==> src/hw/stwd_pkg.sv <==
// ************************************************************
// Package of the slow tick timer and watchdog.
// ************************************************************
package stwd_pkg;

    // ************************************************************
    // Register byte addresses on the peripheral bus.
    // ************************************************************
    localparam logic [7:0] OFS_CONFIG     = 8'h00;
    localparam logic [7:0] OFS_PRESCALE   = 8'h04;
    localparam logic [7:0] OFS_PRESET     = 8'h08;
    localparam logic [7:0] OFS_CTRL       = 8'h0C;
    localparam logic [7:0] OFS_RELOAD     = 8'h10;
    localparam logic [7:0] OFS_KEY        = 8'h14;
    localparam logic [7:0] OFS_IRQ_STATUS = 8'h18;
    localparam logic [7:0] OFS_IRQ_MASK   = 8'h1C;

    // ************************************************************
    // Field positions.
    // ************************************************************
    localparam int CFG_CLK_SEL_BIT = 4;
    localparam int CFG_KEY_EN_BIT  = 5;
    localparam int CTRL_RESTART    = 0;
    localparam int CTRL_TC         = 1;
    localparam int CTRL_INT_EN     = 2;
    localparam int CTRL_PENDING    = 3;
    localparam int CTRL_FREEZE_EN  = 4;
    localparam int DIV_W           = 3;
    localparam int IRQ_W           = 2;
    localparam int IRQ_TICK        = 0;
    localparam int IRQ_SERVICE     = 1;

    // ************************************************************
    // Reset values and codes.
    // ************************************************************
    localparam logic [15:0]      PRESET_RESET = 16'hFFFF;
    localparam logic [7:0]       RELOAD_RESET = 8'h0F;
    localparam logic [7:0]       KEY_MATCH    = 8'h5C;
    localparam logic [DIV_W-1:0] DIV_RESET    = 3'h0;
    localparam logic [DIV_W-1:0] DIV_MAX_CODE = 3'h5;
    localparam int               PRE_CNT_W    = 5;

    typedef struct packed {
        logic                 key_en;
        logic                 clk_sel;
        logic [DIV_W-1:0]     div;
        logic [PRE_CNT_W-1:0] pre_cnt;
        logic [15:0]          preset;
        logic [15:0]          tmr;
        logic                 rst_req;
        logic                 tc;
        logic                 int_en;
        logic                 freeze_en;
        logic                 tick_out;
        logic [7:0]           reload;
        logic [7:0]           wd_cnt;
        logic                 wd_started;
        logic                 serviced;
        logic                 wd_error;
        logic [IRQ_W-1:0]     irq_status;
        logic [IRQ_W-1:0]     irq_mask;
        logic                 irq;
        logic [31:0]          prdata;
        logic                 pready;
        logic                 pslverr;
    } stwd_state_s;

endpackage

==> src/hw/stwd_top.sv <==
// Overview of operation
// - Tick input clock is slow clock divided by 1..32 for divider codes 0..5.
// - Prescale byte is read/write, divider in bits 2..0, reset gives divide-by-one.
// - Sixteen-bit preset register is read/write and resets to FFFFh.
// - Timer reloads preset on each underflow; software keeps preset nonzero.
// - Control byte: restart, terminal count, interrupt enable, pending, freeze enable.
// - Debug freeze stops the timer only while freeze enable is set.
// - Reload byte is write-only, resets to 0Fh, first write starts watchdog.
// - Each later reload write reloads the watchdog counter with written value.
// - With key servicing on, writing 5Ch reloads counter from reload register.
// - With key servicing on, any other key byte raises a watchdog error.
// - Two key writes within one watchdog clock cycle raise a watchdog error.
// - With key servicing off, key writes are ignored entirely.
// - Clock select clear uses tick output pulse, set uses tick input clock.
// - At zero, pulse output one tick cycle, set flag, interrupt only if enabled.
// - Restart request reloads timer at next tick input edge, then clears itself.
// - Any watchdog error raises wd_reset_req, which stays high until presetn.
//
// Register access over APB and the register addresses were decided locally.
`timescale 1ns/1ps
`default_nettype none
module stwd_top #(
    parameter int PRE_CNT_W = stwd_pkg::PRE_CNT_W
) (
    // Clock and reset.
    input  wire logic        pclk,
    input  wire logic        presetn,
    // Peripheral bus.
    input  wire logic        psel,
    input  wire logic        penable,
    input  wire logic        pwrite,
    input  wire logic [7:0]  paddr,
    input  wire logic [31:0] pwdata,
    output var  logic [31:0] prdata,
    output var  logic        pready,
    output var  logic        pslverr,
    // Slow clock and debug.
    input  wire logic        slow_tick,
    input  wire logic        debug_freeze,
    // Results.
    output var  logic        tick_output_pulse,
    output var  logic        irq,
    output var  logic        wd_reset_req
);

    // ************************************************************
    // Elaboration check.
    // ************************************************************
    if (PRE_CNT_W != stwd_pkg::PRE_CNT_W) begin : g_bad_width
        $error("Prescale counter must be exactly five bits for divide-by-32.");
    end

    stwd_pkg::stwd_state_s s_r;
    stwd_pkg::stwd_state_s s_nxt;

    logic                             acc;
    logic                             wr_done;
    logic                             rd_done;
    logic                             hit;
    logic [31:0]                      rdata;
    logic [stwd_pkg::DIV_W-1:0]       eff_div;
    logic [stwd_pkg::PRE_CNT_W-1:0]   pre_mask;
    logic                             tick_in;
    logic                             run;
    logic                             tick_evt;
    logic                             wd_clk;
    logic                             key_wr;
    logic                             reload_wr;
    logic                             ctrl_wr;
    logic                             key_ok;

    // ************************************************************
    // Tick input and watchdog clock events.
    // ************************************************************
    always_comb begin
        // Reserved divider codes fall back to the slowest rate rather than stalling the timer.
        eff_div  = (s_r.div > stwd_pkg::DIV_MAX_CODE) ? stwd_pkg::DIV_MAX_CODE : s_r.div;
        pre_mask = PRE_CNT_W'((6'h01 << eff_div) - 6'h01);
        tick_in  = slow_tick & ((s_r.pre_cnt & pre_mask) == pre_mask);
        run      = ~(s_r.freeze_en & debug_freeze);
        tick_evt = tick_in & run & ~s_r.rst_req & (s_r.tmr == 16'h0000);
        wd_clk   = s_r.clk_sel ? tick_in : tick_evt;
    end

    // ************************************************************
    // Bus decode.
    // ************************************************************
    always_comb begin
        acc       = psel & penable;
        wr_done   = acc & s_r.pready & pwrite;
        rd_done   = acc & s_r.pready & ~pwrite;
        reload_wr = wr_done & (paddr == stwd_pkg::OFS_RELOAD);
        key_wr    = wr_done & (paddr == stwd_pkg::OFS_KEY);
        ctrl_wr   = wr_done & (paddr == stwd_pkg::OFS_CTRL);
        key_ok    = (pwdata[7:0] == stwd_pkg::KEY_MATCH) & ~s_r.serviced;
        hit       = 1'b1;
        rdata     = 32'h0000_0000;
        unique case (paddr)
            stwd_pkg::OFS_CONFIG: begin
                rdata[stwd_pkg::CFG_CLK_SEL_BIT] = s_r.clk_sel;
                rdata[stwd_pkg::CFG_KEY_EN_BIT]  = s_r.key_en;
            end
            stwd_pkg::OFS_PRESCALE: begin
                rdata[stwd_pkg::DIV_W-1:0] = s_r.div;
            end
            stwd_pkg::OFS_PRESET: begin
                rdata[15:0] = s_r.preset;
            end
            stwd_pkg::OFS_CTRL: begin
                rdata[stwd_pkg::CTRL_RESTART]   = s_r.rst_req;
                rdata[stwd_pkg::CTRL_TC]        = s_r.tc;
                rdata[stwd_pkg::CTRL_INT_EN]    = s_r.int_en;
                rdata[stwd_pkg::CTRL_PENDING]   = s_r.serviced;
                rdata[stwd_pkg::CTRL_FREEZE_EN] = s_r.freeze_en;
            end
            stwd_pkg::OFS_RELOAD: begin
                rdata = 32'h0000_0000;
            end
            stwd_pkg::OFS_KEY: begin
                rdata = 32'h0000_0000;
            end
            stwd_pkg::OFS_IRQ_STATUS: begin
                rdata[stwd_pkg::IRQ_W-1:0] = s_r.irq_status;
            end
            stwd_pkg::OFS_IRQ_MASK: begin
                rdata[stwd_pkg::IRQ_W-1:0] = s_r.irq_mask;
            end
            default: begin
                hit = 1'b0;
            end
        endcase
    end

    // ************************************************************
    // Next state.
    // ************************************************************
    always_comb begin
        s_nxt = s_r;

        // One wait state: data is prepared in the first access cycle and shown with pready.
        s_nxt.pready  = acc & ~s_r.pready;
        s_nxt.pslverr = acc & ~s_r.pready & ~hit;
        s_nxt.prdata  = (acc & ~s_r.pready & ~pwrite & hit) ? rdata : 32'h0000_0000;

        // Prescaler and tick timer.
        if (slow_tick) begin
            s_nxt.pre_cnt = s_r.pre_cnt + PRE_CNT_W'(1);
        end
        if (tick_in & run) begin
            s_nxt.tick_out = tick_evt;
            if (s_r.rst_req) begin
                s_nxt.tmr     = s_r.preset;
                s_nxt.rst_req = 1'b0;
            end else if (s_r.tmr == 16'h0000) begin
                s_nxt.tmr = s_r.preset;
            end else begin
                s_nxt.tmr = s_r.tmr - 16'h0001;
            end
        end

        // Read-to-clear drops only the bits that the completed read actually returned,
        // so an event landing between sampling and completion is kept.
        if (rd_done & (paddr == stwd_pkg::OFS_CTRL) & s_r.prdata[stwd_pkg::CTRL_TC]) begin
            s_nxt.tc = 1'b0;
        end
        if (rd_done & (paddr == stwd_pkg::OFS_IRQ_STATUS)) begin
            s_nxt.irq_status = s_r.irq_status & ~s_r.prdata[stwd_pkg::IRQ_W-1:0];
        end
        if (tick_evt) begin
            s_nxt.tc = 1'b1;
        end
        if (tick_evt & s_r.int_en) begin
            s_nxt.irq_status[stwd_pkg::IRQ_TICK] = 1'b1;
        end

        // Watchdog counting.
        if (s_r.wd_started & wd_clk) begin
            s_nxt.serviced = 1'b0;
            if (s_r.wd_cnt == 8'h00) begin
                s_nxt.wd_error = 1'b1;
            end else begin
                s_nxt.wd_cnt = s_r.wd_cnt - 8'h01;
            end
        end

        // Register writes.
        if (wr_done) begin
            unique case (paddr)
                stwd_pkg::OFS_CONFIG: begin
                    s_nxt.clk_sel = pwdata[stwd_pkg::CFG_CLK_SEL_BIT];
                    s_nxt.key_en  = pwdata[stwd_pkg::CFG_KEY_EN_BIT];
                end
                stwd_pkg::OFS_PRESCALE: begin
                    s_nxt.div = pwdata[stwd_pkg::DIV_W-1:0];
                end
                stwd_pkg::OFS_PRESET: begin
                    s_nxt.preset = pwdata[15:0];
                end
                stwd_pkg::OFS_CTRL: begin
                    // Writing zero to the restart bit has no effect.
                    s_nxt.rst_req   = s_nxt.rst_req | pwdata[stwd_pkg::CTRL_RESTART];
                    s_nxt.int_en    = pwdata[stwd_pkg::CTRL_INT_EN];
                    s_nxt.freeze_en = pwdata[stwd_pkg::CTRL_FREEZE_EN];
                end
                stwd_pkg::OFS_RELOAD: begin
                    s_nxt.reload     = pwdata[7:0];
                    s_nxt.wd_cnt     = pwdata[7:0];
                    s_nxt.wd_started = 1'b1;
                    s_nxt.serviced   = 1'b1;
                    s_nxt.irq_status[stwd_pkg::IRQ_SERVICE] = 1'b1;
                end
                stwd_pkg::OFS_KEY: begin
                    if (s_r.key_en) begin
                        if (key_ok) begin
                            s_nxt.wd_cnt     = s_r.reload;
                            s_nxt.wd_started = 1'b1;
                            s_nxt.serviced   = 1'b1;
                            s_nxt.irq_status[stwd_pkg::IRQ_SERVICE] = 1'b1;
                        end else begin
                            s_nxt.wd_error = 1'b1;
                        end
                    end
                end
                stwd_pkg::OFS_IRQ_MASK: begin
                    s_nxt.irq_mask = pwdata[stwd_pkg::IRQ_W-1:0];
                end
                default: begin
                end
            endcase
        end

        s_nxt.irq = |(s_nxt.irq_status & s_nxt.irq_mask);
    end

    // ************************************************************
    // State register.
    // ************************************************************
    always_ff @(posedge pclk or negedge presetn) begin
        if (!presetn) begin
            s_r            <= '0;
            s_r.div        <= stwd_pkg::DIV_RESET;
            s_r.preset     <= stwd_pkg::PRESET_RESET;
            s_r.tmr        <= stwd_pkg::PRESET_RESET;
            s_r.reload     <= stwd_pkg::RELOAD_RESET;
            s_r.wd_cnt     <= stwd_pkg::RELOAD_RESET;
        end else begin
            s_r <= s_nxt;
        end
    end

    always_comb begin
        prdata            = s_r.prdata;
        pready            = s_r.pready;
        pslverr           = s_r.pslverr;
        tick_output_pulse = s_r.tick_out;
        irq               = s_r.irq;
        wd_reset_req      = s_r.wd_error;
    end
endmodule
`default_nettype wire

==> config.mk <==
export PLATFORM = sky130hd
export DESIGN_NAME = stwd_top
export DESIGN_NICKNAME = d
export VERILOG_FILES = /design/src/hw/stwd_pkg.sv /design/src/hw/stwd_top.sv
export SDC_FILE = /design/constraint.sdc
export NUM_CORES = 1
export LEC_CHECK = 0
export BUFFER_PORTS_ARGS = -buffer_cell sky130_fd_sc_hd__buf_2
export CAP_MARGIN = 20
export CORE_ASPECT_RATIO = 1.75
export CORE_MARGIN = 2
export CORE_UTILIZATION = 35
export CTS_CLUSTER_SIZE = 12
export DETAILED_ROUTE_END_ITERATION = 10
export PLACE_DENSITY = 0.55
export RECOVER_POWER = 25
export SYNTH_ARGS = -nofsm -noshare
export SYNTH_HDL_FRONTEND = slang
export SYNTH_SLANG_ARGS = --single-unit
==> constraint.sdc <==
create_clock -name pclk -period 5 [get_ports pclk]
set_input_delay 0.25 -clock pclk [delete_from_list [all_inputs] [get_ports pclk]]
set_output_delay 0.25 -clock pclk [all_outputs]
set_load 0.02 [all_outputs]
Yosys cells after proc, flatten, opt, wreduce, memory -nomap -nowiden

Cells that the tools add are included.

Eq/ne operators: 11
Reductions and logical operators: 13
$add $sub $neg: 4
Muxes and demuxes: 33
Bitwise operators: 30
Shift operators: 1
$lt $le $gt $ge: 1

Operators by type and width:

| cell                                                                 | number |
|---|---|
| 16-bit 2-to-1 mux                                                    | 3 |
| 8-bit by 5-bit == test with 1-bit output, second input constant      | 4 |
| 12-bit 2-to-1 mux                                                    | 2 |
| 10-bit 2-to-1 mux                                                    | 2 |
| 10-bit case mux with 2 select lines                                  | 1 |
| 1-bit bitwise AND                                                    | 19 |
| 8-bit by 4-bit == test with 1-bit output, second input constant      | 2 |
| 16-bit logical NOT                                                   | 1 |
| 8-bit logical NOT                                                    | 2 |
| 8-bit 2-to-1 mux                                                     | 2 |
| 16-bit by 1-bit subtractor with 16-bit output, second input constant | 1 |
| 1-bit 2-to-1 mux                                                     | 12 |
| 2-bit case mux with 5 select lines                                   | 1 |
| 2-bit AND reduction                                                  | 5 |
| 8-bit by 3-bit == test with 1-bit output, second input constant      | 1 |
| 8-bit by 7-bit == test with 1-bit output, second input constant      | 1 |
| 2-bit 2-to-1 mux                                                     | 4 |
| 8-bit OR reduction                                                   | 1 |
| 8-bit by 1-bit subtractor with 8-bit output, second input constant   | 1 |
| 1-bit NOT                                                            | 6 |
| 1-bit case mux with 2 select lines                                   | 3 |
| 1-bit case mux with 3 select lines                                   | 2 |
| 5-bit by 1-bit adder with 5-bit output, second input constant        | 1 |
| 5-bit bitwise AND                                                    | 1 |
| 12 further kinds                                                     | 15 |

Output and inout port bits: 37
Logic and storage cells: 115
Bits of input ports: 47
Register bits: 89

Depth between registers and ports, before layout

Depth after elaboration: 19
Gate-level depth with buffers: 9
Depth with buffers taken out: 8

Worst setup path before layout

OpenSTA, ideal clock, no wires.

Kind: register to register
Start point: reg s_r[63] (netlist bit)
End point: reg s_r[68] (netlist bit)
Path slack: 2.773 ns
Data required time: 4.918 ns
Data arrival time: 2.145 ns
Buffers on the path: 1
Stages on the path, launching flop included: 10
Clock period less this slack: 2.227 ns
Library setup time: 0.082 ns
Cells stage by stage: dfstp_2 inv_1 ha_1 or4b_4 nor4_4 a21oi_1 buf_2 nand3_1 o21ai_0 a22oi_1

Word-level cells in the longest chain between the ends: 3
Elaborated cells between the ends (all ways): 4
Those cells by class: add/sub (1); mux (2); reduce/logical (1)

Ends and longest elaborated chain:

| what                                                                                | line                             | RTL |
|---|---|---|
| start, declared                                                                     | stwd_top.sv:53                   | `stwd_pkg::stwd_state_s s_r;` |
| start signal, assigned                                                              | stwd_top.sv:247                  | `s_r <= s_nxt;` |
| 16-bit by 1-bit subtractor with 16-bit output or 16-bit logical NOT (tied branches) | stwd_top.sv:157, stwd_top.sv:154 |  |
| 16-bit 2-to-1 mux (*)                                                               | stwd_top.sv:154                  | `end else if (s_r.tmr == 16'h0000) begin` |
| 16-bit 2-to-1 mux (*)                                                               | stwd_top.sv:151                  | `if (s_r.rst_req) begin` |

Every way passes the cells marked *; elsewhere a longest branch is shown, timed or not.
A chain may end at the register's enable or synchronous reset.

==> impl_metrics.tcl <==
set metrics [dict create \
    critPathCaptureType "async pin" \
    powerDensity_mw_per_mm2 357 \
    place_hpwl_um 7820 \
    cpLargestDelayFamily "buffers and inverters" \
    p_sw_share_pct 29.7 \
    slowest_delay_ns 1.41 \
    drtPass1Iterations 4 \
    intPower_w 0.00129 \
    drc 0 \
    clk_path_buf_depth 2 \
    grt_usage_pct 15.9 \
    rsz0062_at_grt "no" \
    nets 531 \
    grt_first_pass_wirelength_um 17700 \
    drv_slew 74 \
    cp-start-kind "input port" \
    grt_max_degree 74 \
    syn-cell-area_mm2 0.00463 \
    crit_arrival_ns 2.92 \
    rows 55 \
    synth-seq-cells 89 \
    synth_cell_types 58 \
    synthMuxAreaShare_pct 10.6 \
    power_frac_clock_pct 34.7 \
    grt_pass1_vias 3494 \
    wl_per_cell_um 16.2 \
    hold_ws_ns 0.136 \
    place_inst 639 \
    drive_gt1_share_pct 26.6 \
    crit_required_ns 5.11 \
    io_buffers 51 \
    synth_top_area_cell "dfrtp_1" \
    setup_viol 0 \
    hold_path.class "input port to flop" \
    synth_top_family_by_area "simple AND/OR/NAND/NOR gates" \
    hold_violations 0 \
    period_minus_slack_ns 2.82 \
    syn_avg_cell_area_um2 10.4 \
    synth_adder_area_share_pct 1.08 \
    synthCells 446 \
    drt_iter0_markers 161 \
    cts_tree "built" \
    status "finished, violations left" \
    diodes 0 \
    tns_ns 0 \
    ys_top_cells_by_area "dfrtp_1 26%, dfstp_2 23%, mux2_2 7.8%" \
    slew_headroom_pct -19.7 \
    ant_nets 0 \
    syn_to_final_growth_pct 10.9 \
    synthFlopType "dfrtp_1" \
    clockRootBuffer "clkbuf_16" \
    yosys.area_share.simple_pct 19.2 \
    cts_resized 0 \
    totalWireLength_um 10600 \
    seq_power_share_pct 50.1 \
    start_util_pct 35.8 \
    period_share_pct 56.3 \
    ctsHtreeMaxLevel 3 \
    die_area_mm2 0.0142 \
    ios 84 \
    worst_slack_ns 2.18 \
    violations "capacitance limit, slew limit" \
    p_leak_nw 2.23 \
    via_count 3348 \
    synth-xor-area-share_pct 0.946 \
    path_clk_slew_ns 0.07 \
    worstMarginPinSlew_ns 1.79 \
    place_ws_ns 2.40 \
    gp_congestion 0.791 \
    synth_edf_count 0 \
    via_per_inst 5.10 \
    cp_slowest_cell "clkbuf_2" \
    max_freq_mhz 355 \
    cp_max_fo 73 \
    ys.warnings.count 0 \
    antenna_found_initial 0 \
    fp.coreArea_mm2 0.0129 \
    yosys.area.top_type_share_pct 26.5 \
    max-vdd-ir-drop_mv 0.153 \
    die-width_um 90.9 \
    cts_sinks 89 \
    total_power_w 0.00184 \
    asyncSetResetFlopFracSynth_pct 100 \
    fp.dieH_um 156 \
    crit_chain "dlygate4sd3_1 -> clkbuf_1 -> clkbuf_2" \
    path_class "input port to async pin" \
    finalClockSkew_ns 0.00608 \
    path_buf_inv 3 \
    p_switching_w 0.000546 \
    instances_no_fill 656 \
    clock_latency_ns 0.34 \
    ys_seq_area_share_pct 49.2 \
    grt_overflow 0 \
    comb_power_share_pct 15.2 \
    cts_buffers 9 \
    synth-compound-area-share_pct 11.4 \
    drv_cap 1 \
]
synth_stat cells, types with 3 or more instances:
cell	instances
dfstp_2	40
or3_1	8
nand2b_1	8
dfrtp_1	49
and3_1	3
a21o_1	3
and2_1	15
clkbuf_1	11
nor2b_1	3
nor3_1	17
inv_1	14
xnor2_1	4
a21oi_1	16
ha_1	4
nand2_1	27
nor2_1	36
mux2i_1	13
a22oi_1	7
mux2_2	32
nand3_1	14
a31oi_1	3
a2bb2oi_1	4
nand4_1	11
o21ai_0	27
buf_4	32
power groups by stage:
stage	Clock [W]	Combinational, W	Sequential (W)
floorplan	0	0.000221	0.000907
global placement	0	0.000276	0.000927
global route	0.000689	0.000322	0.000936
finish	0.000636	0.000279	0.000920
CTS	0.000659	0.000284	0.000918
detailed placement	0	0.000281	0.000930
per-layer routing:
layer	wire (um)	GRT usage, %	vias up	share of wire, %
met5	0	0	-	0
met3	281	2.80	25	2.6
met4	444	9.38	0	4.2
li1	-	-	1621	-
met2	5870	29.3	64	55
met1	4010	16.8	1638	38
state kept, by name (all words and copies together) (netlist names):
register and cells:
prdata 16, tick_output_pulse 1, s_r 68, pslverr 1, pready 1, wd_reset_req 1
irq 1
area by class of cell:
cell class | instances | area, um^2
fill | 1335 | 7800
inverter | 14 | 52.6
tap | 171 | 214
clock inverter | 7 | 53.8
sequential | 89 | 2280
multi-input combinational | 312 | 2060
clock buffer | 9 | 225
timing repair buffer | 54 | 250
cells in the final DEF, fill, tap and decap left out, types with 13 or more instances in the layout:
cell and count:
and2_1 13, conb_1 16, nor2_1 36, mux2_2 32, nor3_1 17, o21ai_0 27
nand2_1 27, dfrtp_1 49, a21oi_1 16, nand3_1 14, buf_2 29, dfstp_2 40
mux2i_1 13, inv_1 14, clkbuf_1 22
path summary, 6_finish.rpt:
| kind | start | depth (start not counted) | slack, ns | end |
|---|---|---|---|---|
| max reg2reg | s_r[100]$_DFFE_PN0P_ | 6 | 2.37 | irq$_DFF_PN0_ |
| max | presetn | 3 | 2.18 | s_r[54]$_DFFE_PN0P_ |
| min reg2reg | s_r[99]$_DFFE_PN0P_ | 1 | 0.47 | s_r[99]$_DFFE_PN0P_ |
| max in group pclk | s_r[100]$_DFFE_PN0P_ | 6 | 2.37 | irq$_DFF_PN0_ |
| min | pwdata[11] | 2 | 0.14 | s_r[90]$_DFFE_PN1P_ |
| min in group asynchronous | presetn | 2 | 0.55 | prdata[12]$_DFF_PN0_ |
kinds of logic (layout without fill, tap and decap cells):
| kind of cell | count (synthesis) | after routing |
|---|---|---|
| compound gates | 82 | 82 |
| xor+xnor | 5 | 5 |
| fa+ha+maj | 4 | 4 |
| buf+inv | 60 | 84 |
| flops | 89 | 89 |
| mux | 45 | 45 |
| other cells | 1 | 16 |
| simple gates | 160 | 160 |
through the flow:
stage	utilization [%]	instance area, um^2
final	39.7	5130
after detailed placement	37.7	4880
after global routing	39.7	5130
after CTS	39.9	5170
after global placement	37.7	4880
after floorplan	-	4690
timing repair:
item,4_1_cts,5_1_grt
hold buffers,1,0
hold endpoints to repair,16,0
setup buffers,0,0
No activity file was read; power rests on OpenSTA's default activity.
